--- config.mk ---
export PLATFORM = sky130hd
export DESIGN_NAME = nvm_address_capture
export DESIGN_NICKNAME = d
export VERILOG_FILES = /design/src/include/nvm_addr_pkg.sv /design/src/design/nvm_address_capture.sv
export SDC_FILE = /design/constraint.sdc
export NUM_CORES = 1
export LEC_CHECK = 0
export ABC_AREA = 1
export BUFFER_PORTS_ARGS = -buffer_cell sky130_fd_sc_hd__buf_2
export CAP_MARGIN = 10
export CORE_MARGIN = 3
export CORE_UTILIZATION = 46
export CTS_BUF_LIST = sky130_fd_sc_hd__clkbuf_8 sky130_fd_sc_hd__clkbuf_16
export DETAILED_ROUTE_END_ITERATION = 10
export PLACE_DENSITY = 0.8
export SETUP_SLACK_MARGIN = 0.2
export SLEW_MARGIN = 5
export SYNTH_ARGS = -nofsm -noshare
export SYNTH_HDL_FRONTEND = slang
export SYNTH_SLANG_ARGS = --single-unit
--- constraint.sdc ---
create_clock -name mclk -period 1.95 [get_ports mclk]
set_input_delay 0.195 -clock mclk [delete_from_list [all_inputs] [get_ports mclk]]
set_output_delay 0.195 -clock mclk [all_outputs]
set_load 0.1 [all_outputs]
--- src/include/nvm_addr_pkg.sv ---
// Package with constants and carrier types for the nonvolatile address capture block.
package nvm_addr_pkg;

	localparam int EA_WIDTH = 24;
	localparam int UPPER_WIDTH = 8;
	localparam int LOWER_WIDTH = 16;
	localparam int WORD_INDEX_WIDTH = 8;
	localparam int EEPROM_DEPTH = 256;
	localparam int EEPROM_WORD_BITS = 16;
	localparam int LOWER_LSB_POS = 0;
	localparam int UPPER_MSB_POS = 7;
	localparam int WORD_INDEX_LSB = 1;

	localparam logic [UPPER_WIDTH-1:0] UPPER_RESET = 8'h00;
	localparam logic [LOWER_WIDTH-1:0] LOWER_RESET = 16'h0000;
	localparam logic [WORD_INDEX_WIDTH-1:0] INDEX_RESET = 8'h00;

	// Words covered by each operation, less one, and the first word of a bulk erase.
	localparam logic [WORD_INDEX_WIDTH-1:0] SINGLE_COUNT_M1 = 8'h00;
	localparam logic [WORD_INDEX_WIDTH-1:0] ERASE4_COUNT_M1 = 8'h03;
	localparam logic [WORD_INDEX_WIDTH-1:0] ERASE8_COUNT_M1 = 8'h07;
	localparam logic [WORD_INDEX_WIDTH-1:0] BULK_COUNT_M1 = 8'hFF;
	localparam logic [WORD_INDEX_WIDTH-1:0] BULK_FIRST = 8'h00;

	// Base of the data EEPROM window at the top of user program space.
	localparam logic [EA_WIDTH-1:0] EEPROM_BASE = 24'h7FFE00;
	localparam logic [EA_WIDTH-1:0] EEPROM_LAST = 24'h7FFFFE;

	// Instruction classes that the core reports on its retire strobe.
	typedef enum logic [1:0]
	{
		INSTR_OTHER = 2'h0,
		INSTR_TBLRD = 2'h1,
		INSTR_TBLWT = 2'h3
	} instr_kind_t;

	// Operations that a captured address may serve.
	typedef enum logic [2:0]
	{
		OP_ERASE1 = 3'h0,
		OP_ERASE4 = 3'h1,
		OP_ERASE8 = 3'h3,
		OP_BULK = 3'h2,
		OP_WRITE1 = 3'h6,
		OP_READ1 = 3'h7
	} nvm_op_t;

	// One retired instruction as seen from the core.
	typedef struct packed
	{
		logic valid;
		instr_kind_t kind;
		logic [EA_WIDTH-1:0] effective_address;
	} table_instr_t;

	// Captured address and the view that the memory controller uses.
	typedef struct packed
	{
		logic [UPPER_WIDTH-1:0] nvm_addr_upper;
		logic [LOWER_WIDTH-1:0] nvm_addr_lower;
	} nvm_addr_t;

endpackage

--- src/design/nvm_address_capture.sv ---
// Capture of the effective address for data EEPROM erase, write and read.
`timescale 1ns/100ps
module nvm_address_capture
(
	// Clock and reset
	input wire logic mclk,
	input wire logic rst_n,
	// Retired instruction from the core
	input nvm_addr_pkg::table_instr_t instr,
	// Operation requested by the memory controller
	input wire logic op_valid,
	input nvm_addr_pkg::nvm_op_t op,
	// Captured address
	output nvm_addr_pkg::nvm_addr_t addr,
	output logic [nvm_addr_pkg::EA_WIDTH-1:0] effective_address,
	// Decoded array view
	output logic [nvm_addr_pkg::WORD_INDEX_WIDTH-1:0] word_index,
	output logic [nvm_addr_pkg::WORD_INDEX_WIDTH-1:0] word_first,
	output logic [nvm_addr_pkg::WORD_INDEX_WIDTH-1:0] word_count_m1,
	output logic in_eeprom,
	output logic op_start
);
	import nvm_addr_pkg::*;

	logic [UPPER_WIDTH-1:0] upper_q;
	logic [LOWER_WIDTH-1:0] lower_q;
	logic [EA_WIDTH-1:0] ea_q;
	logic [WORD_INDEX_WIDTH-1:0] index_q;
	logic [WORD_INDEX_WIDTH-1:0] first_q;
	logic [WORD_INDEX_WIDTH-1:0] first_d;
	logic [WORD_INDEX_WIDTH-1:0] count_q;
	logic [WORD_INDEX_WIDTH-1:0] count_d;
	logic in_eeprom_q;
	logic in_window;
	logic start_q;
	logic capture;
	wire logic [EA_WIDTH-1:0] ea_d;
	logic [WORD_INDEX_WIDTH-1:0] idx;

	// The registers are reached only through this port, never through a data bus.
	assign capture = instr.valid && (instr.kind == INSTR_TBLWT);

	// Each incoming address bit either passes through or is tied low where no array cell can exist.
	// Tying the bits here rather than at the outputs keeps the range check and the index on one value.
	for (genvar b = 0; b < EA_WIDTH; b++)
	begin : g_ea_bit
		if (b == LOWER_LSB_POS)
		begin : g_even
			// Only the lower word of each location exists, so an odd address never reaches the array.
			assign ea_d[b] = 1'b0;
		end
		else if (b == LOWER_WIDTH + UPPER_MSB_POS)
		begin : g_user
			assign ea_d[b] = 1'b0;
		end
		else
		begin : g_pass
			assign ea_d[b] = instr.effective_address[b];
		end
	end

	// The upper bound guards a later move of the window; at the top of user space it always holds.
	assign in_window = (ea_d >= EEPROM_BASE) && (ea_d <= EEPROM_LAST);

	// Table reads and other instructions leave both halves untouched.
	always_ff @(posedge mclk or negedge rst_n)
	begin
		if (!rst_n)
		begin
			upper_q <= UPPER_RESET;
		end
		else if (capture)
		begin
			upper_q <= ea_d[EA_WIDTH-1:LOWER_WIDTH];
		end
	end

	always_ff @(posedge mclk or negedge rst_n)
	begin
		if (!rst_n)
		begin
			lower_q <= LOWER_RESET;
		end
		else if (capture)
		begin
			lower_q <= ea_d[LOWER_WIDTH-1:0];
		end
	end

	// The combined view is registered so that every output comes from a flip-flop.
	always_ff @(posedge mclk or negedge rst_n)
	begin
		if (!rst_n)
		begin
			ea_q <= {UPPER_RESET, LOWER_RESET};
		end
		else if (capture)
		begin
			ea_q <= ea_d;
		end
	end

	// Word index inside the 256-word array; the byte address steps by two per word.
	assign idx = ea_d[WORD_INDEX_LSB +: WORD_INDEX_WIDTH];

	always_ff @(posedge mclk or negedge rst_n)
	begin
		if (!rst_n)
		begin
			index_q <= INDEX_RESET;
		end
		else if (capture)
		begin
			index_q <= idx;
		end
	end

	always_ff @(posedge mclk or negedge rst_n)
	begin
		if (!rst_n)
		begin
			in_eeprom_q <= 1'b0;
		end
		else if (capture)
		begin
			in_eeprom_q <= in_window;
		end
	end

	// Erase groups are aligned to their size, so a multi-word erase never wraps the array.
	// An operation in the same cycle as a table write still works on the address captured before it.
	always_comb
	begin
		first_d = first_q;
		count_d = count_q;
		if (op_valid)
		begin
			case (op)
				OP_ERASE4:
				begin
					first_d = index_q & ~ERASE4_COUNT_M1;
					count_d = ERASE4_COUNT_M1;
				end
				OP_ERASE8:
				begin
					first_d = index_q & ~ERASE8_COUNT_M1;
					count_d = ERASE8_COUNT_M1;
				end
				OP_BULK:
				begin
					first_d = BULK_FIRST;
					count_d = BULK_COUNT_M1;
				end
				default:
				begin
					first_d = index_q;
					count_d = SINGLE_COUNT_M1;
				end
			endcase
		end
	end

	// First word and count stand until the next operation replaces them.
	always_ff @(posedge mclk or negedge rst_n)
	begin
		if (!rst_n)
		begin
			first_q <= INDEX_RESET;
		end
		else
		begin
			first_q <= first_d;
		end
	end

	always_ff @(posedge mclk or negedge rst_n)
	begin
		if (!rst_n)
		begin
			count_q <= INDEX_RESET;
		end
		else
		begin
			count_q <= count_d;
		end
	end

	// The start strobe is held back while the address lies outside the array.
	always_ff @(posedge mclk or negedge rst_n)
	begin
		if (!rst_n)
		begin
			start_q <= 1'b0;
		end
		else
		begin
			start_q <= op_valid && in_eeprom_q;
		end
	end

	// Every output is a plain copy of a register, so no decode sits between a flip-flop and a pin.
	assign addr.nvm_addr_upper = upper_q;
	assign addr.nvm_addr_lower = lower_q;
	assign effective_address = ea_q;
	assign word_index = index_q;
	assign word_first = first_q;
	assign word_count_m1 = count_q;
	assign in_eeprom = in_eeprom_q;
	assign op_start = start_q;

endmodule

==> key figures <==
Global routing
  – Initial antenna violation count: 0
  – Vias in the first global route: 1169
  – Met2 usage: 23.6%
  – First-pass GRT wire length: 5.12 mm
  – Total congestion overflow: 0
  – Routing usage on met3: 6.65%
  – Largest net degree at the start of global routing: 47
  – Gr usage total: 14.7%
  – GR peak layer: met2
  – M1 GR Usage: 18.0%

Logic synthesis
  – Leading area contributor after synthesis: dfrtp_1
  – Area fraction of the dominant cell type after synthesis: 48.7%
  – Seq cells post-synth: 35
  – Top area cells in the synthesized netlist: dfrtp_1 (49%), buf_4 (17%), nand2_1 (9.0%), o21ai_2 (8.8%), inv_1 (5.6%)
  – Distinct cells, synth: 17
  – Cell count after synthesis: 196
  – Sequential share of the synthesized area: 48.7%
  – Average size of a mapped cell: 9.17 sq um
  – Synth Cell Area: 1800 sq um
  – Synth warnings: 0

Die
  – Die area: 4690 sq um
  – Die X: 68.5 um
  – Die outline height: 68.5 um
  – Row cnt: 22
  – Top-Level Pins: 107
  – Initial Utilization: 48.4%
  – Core box area: 3720 sq um

Timing
  – Final worst-path cycle share: 68.8%
  – Crit path time final: 1.34 ns
  – Slew HR: 48.8%
  – Count of final setup violators: 0
  – RSZ-0062 raised after global routing: false
  – Final Hold Violating Endpoints: 33
  – Worst-Margin Slew: 0.768 ns
  – Setup WS post-layout: 0.609 ns
  – Skew final: 0.00235 ns
  – Setup TNS: 0 ns
  – Hold Slack: -0.0114 ns
  – Fmax: 0.746 GHz
  – Pins over their slew limit: 0

CTS
  – Clock tree from TritonCTS: built
  – Cts bufs inserted: 5
  – Resize count post-CTS: 0
  – Clock sink count: 35
  – CTS H-tree lvls: 2
  – Worst-skew pair later-pin latency: 0.28 ns
  – Hold buffer count at cts: 0
  – Clock slew at reported path FFs: 0.06 ns
  – Maximum clock path buffer count: 2
  – CTS root buf: clkbuf_8
  – Setup bufs post-CTS: 0

Placement
  – GP Congestion: 0.665
  – DP HPWL: 2.56 mm
  – Dpl ws: 0.697 ns
  – Placed Area: 2030 sq um
  – Port Buffers: 100

Power and ir drop
  – Leakage: 1.28 nW
  – PD cells: 1650 nW/um^2
  – Peak supply drop: 0.000846 V

Hold path
  – HP Class: primary input to asynchronous set/reset pin

Layout
  – Antenna cells: 0
  – Reg area: 876 sq um
  – Post-Layout Inst Area: 2130 sq um
  – Area growth from synthesis to layout: 18.5%
  – Final net count: 295
  – Fillers: 351
  – Share of layout cells above drive strength 1: 49.8%
  – Multi-input logic area: 489 sq um
  – Most common cell after layout, fill and taps aside: buf_2
  – Most frequent cells in the layout: buf_2 (100), nand2_1 (43), dfrtp_1 (35)

Critical path
  – Critical-path cell list: buf_2
  – Reg-to-Reg Start: word_index[0]$_DFFE_PN0P_
  – Required @ worst endpoint: 1.75 ns
  – Delay-heaviest family, CP: buffers and inverters
  – R2R depth: 2
  – CP max stage cell: buf_2
  – Flop2flop setup slack: 1.23 ns
  – Nature of the critical path startpoint: flop
  – WP buf/inv: 1
  – Reg2Reg Capture Point: word_index[0]$_DFFE_PN0P_
  – Crit. End Element: output port
  – Worst-path maximum fanout: 5
  – Setup CP Type: flop to output port
  – Worst EP arrival: 1.15 ns
  – CP peak stage delay: 0.45 ns

Drt
  – 1st-iter DRT viols: 72
  – Vias per std cell: 4.38
  – Post-DRT Antenna Nets: 0
  – DRC viols: 0
  – Wire per inst: 10.8 um
  – Routed wire length: 3.37 mm
  – Via count: 1361
  – First-pass DRT Iterations: 4

Run status
  – Failing checks: hold timing
  – Status: complete, but fails checks

Job
  – Max-Cap Viols: 0
==> layout make-up <==
type	count	share of cell area, %
Multi-Input combinational cell	92	23.0
Clock buffer	7	4.52
Sequential cell	35	41.1
Tap cell	48	2.82
Timing Repair Buffer	100	23.5
Inverter	28	4.93
Clock inverter	1	0.176
==> registers in the layout (all words and copies together) (netlist names) <==
name	flops
effective_address	15
in_eeprom	1
op_start	1
word_count_m1	3
word_first	8
word_index	7
==> worst reg2reg max path: stages (launching register included) <==
cell,delay (ns)
dfrtp_1,0.42
nand2_1,0.11
o21ai_2,0.07
==> metrics by stage <==
step | hold slack, ns | util, % | cells | total power [mW]
2_1_floorplan | -0.101 | - | 199 | 2.85
3_3_place_gp | 0.313 | 54.6 | 303 | 2.97
3_5_place_dp | 0.320 | 54.6 | 303 | 2.98
4_1_cts | 0.0130 | 57.3 | 311 | 3.54
5_1_grt | 0.0443 | 57.3 | 311 | 3.65
6_report | -0.0114 | 57.3 | 311 | 3.52
==> synth_stat cells (all sizes together) <==
| cell | number |
|---|---|
| a21oi | 4 |
| buf | 44 |
| conb | 1 |
| dfrtp | 35 |
| inv | 28 |
| nand2 | 43 |
| nand3 | 3 |
| nand4 | 2 |
| nor2 | 10 |
| o21a | 1 |
| o21ai | 25 |
==> logic make-up (layout without fill, tap and decap cells) <==
group | count (synthesis) | after routing | synth area share, %
AOI/OAI and AO/OA | 30 | 30 | 13.1
and+or+nand+nor | 58 | 58 | 13.3
DFF | 35 | 35 | 48.7
buffers and inverters | 72 | 136 | 24.7
other | 1 | 4 | 0.209
==> power by group <==
part	internal [mW]	leakage (nW)	switching, mW
Clock	0.317	0.0557	0.242
Combinational	0.229	0.796	1.82
Sequential	0.829	0.432	0.0749
Total	1.38	1.28	2.14
==> worst max-delay path by stage <==
| stage | start | cells after the start | end | slack [ns] |
|---|---|---|---|---|
| after floorplan | word_count_m1[6]$_DFFE_PN0P_ | 1 | word_count_m1[4] | 0.36 |
| after global placement | instr[26] | 4 | word_index[2]$_DFFE_PN0P_ | 0.71 |
| after detailed placement | instr[26] | 4 | word_index[3]$_DFFE_PN0P_ | 0.70 |
| after CTS | word_index[6]$_DFFE_PN0P_ | 1 | effective_address[7] | 0.59 |
| after global routing | word_index[0]$_DFFE_PN0P_ | 1 | effective_address[1] | 0.55 |
| final | word_index[0]$_DFFE_PN0P_ | 1 | word_index[0] | 0.61 |
==> routing by layer <==
metal	up-vias	wire [um]	part of all wire, %
met5	-	0	0
met4	0	34	1.0
met3	5	314	9.3
met2	62	1630	48
met1	612	1390	41
li1	682	-	-
Power figures use the tool's default switching activity.
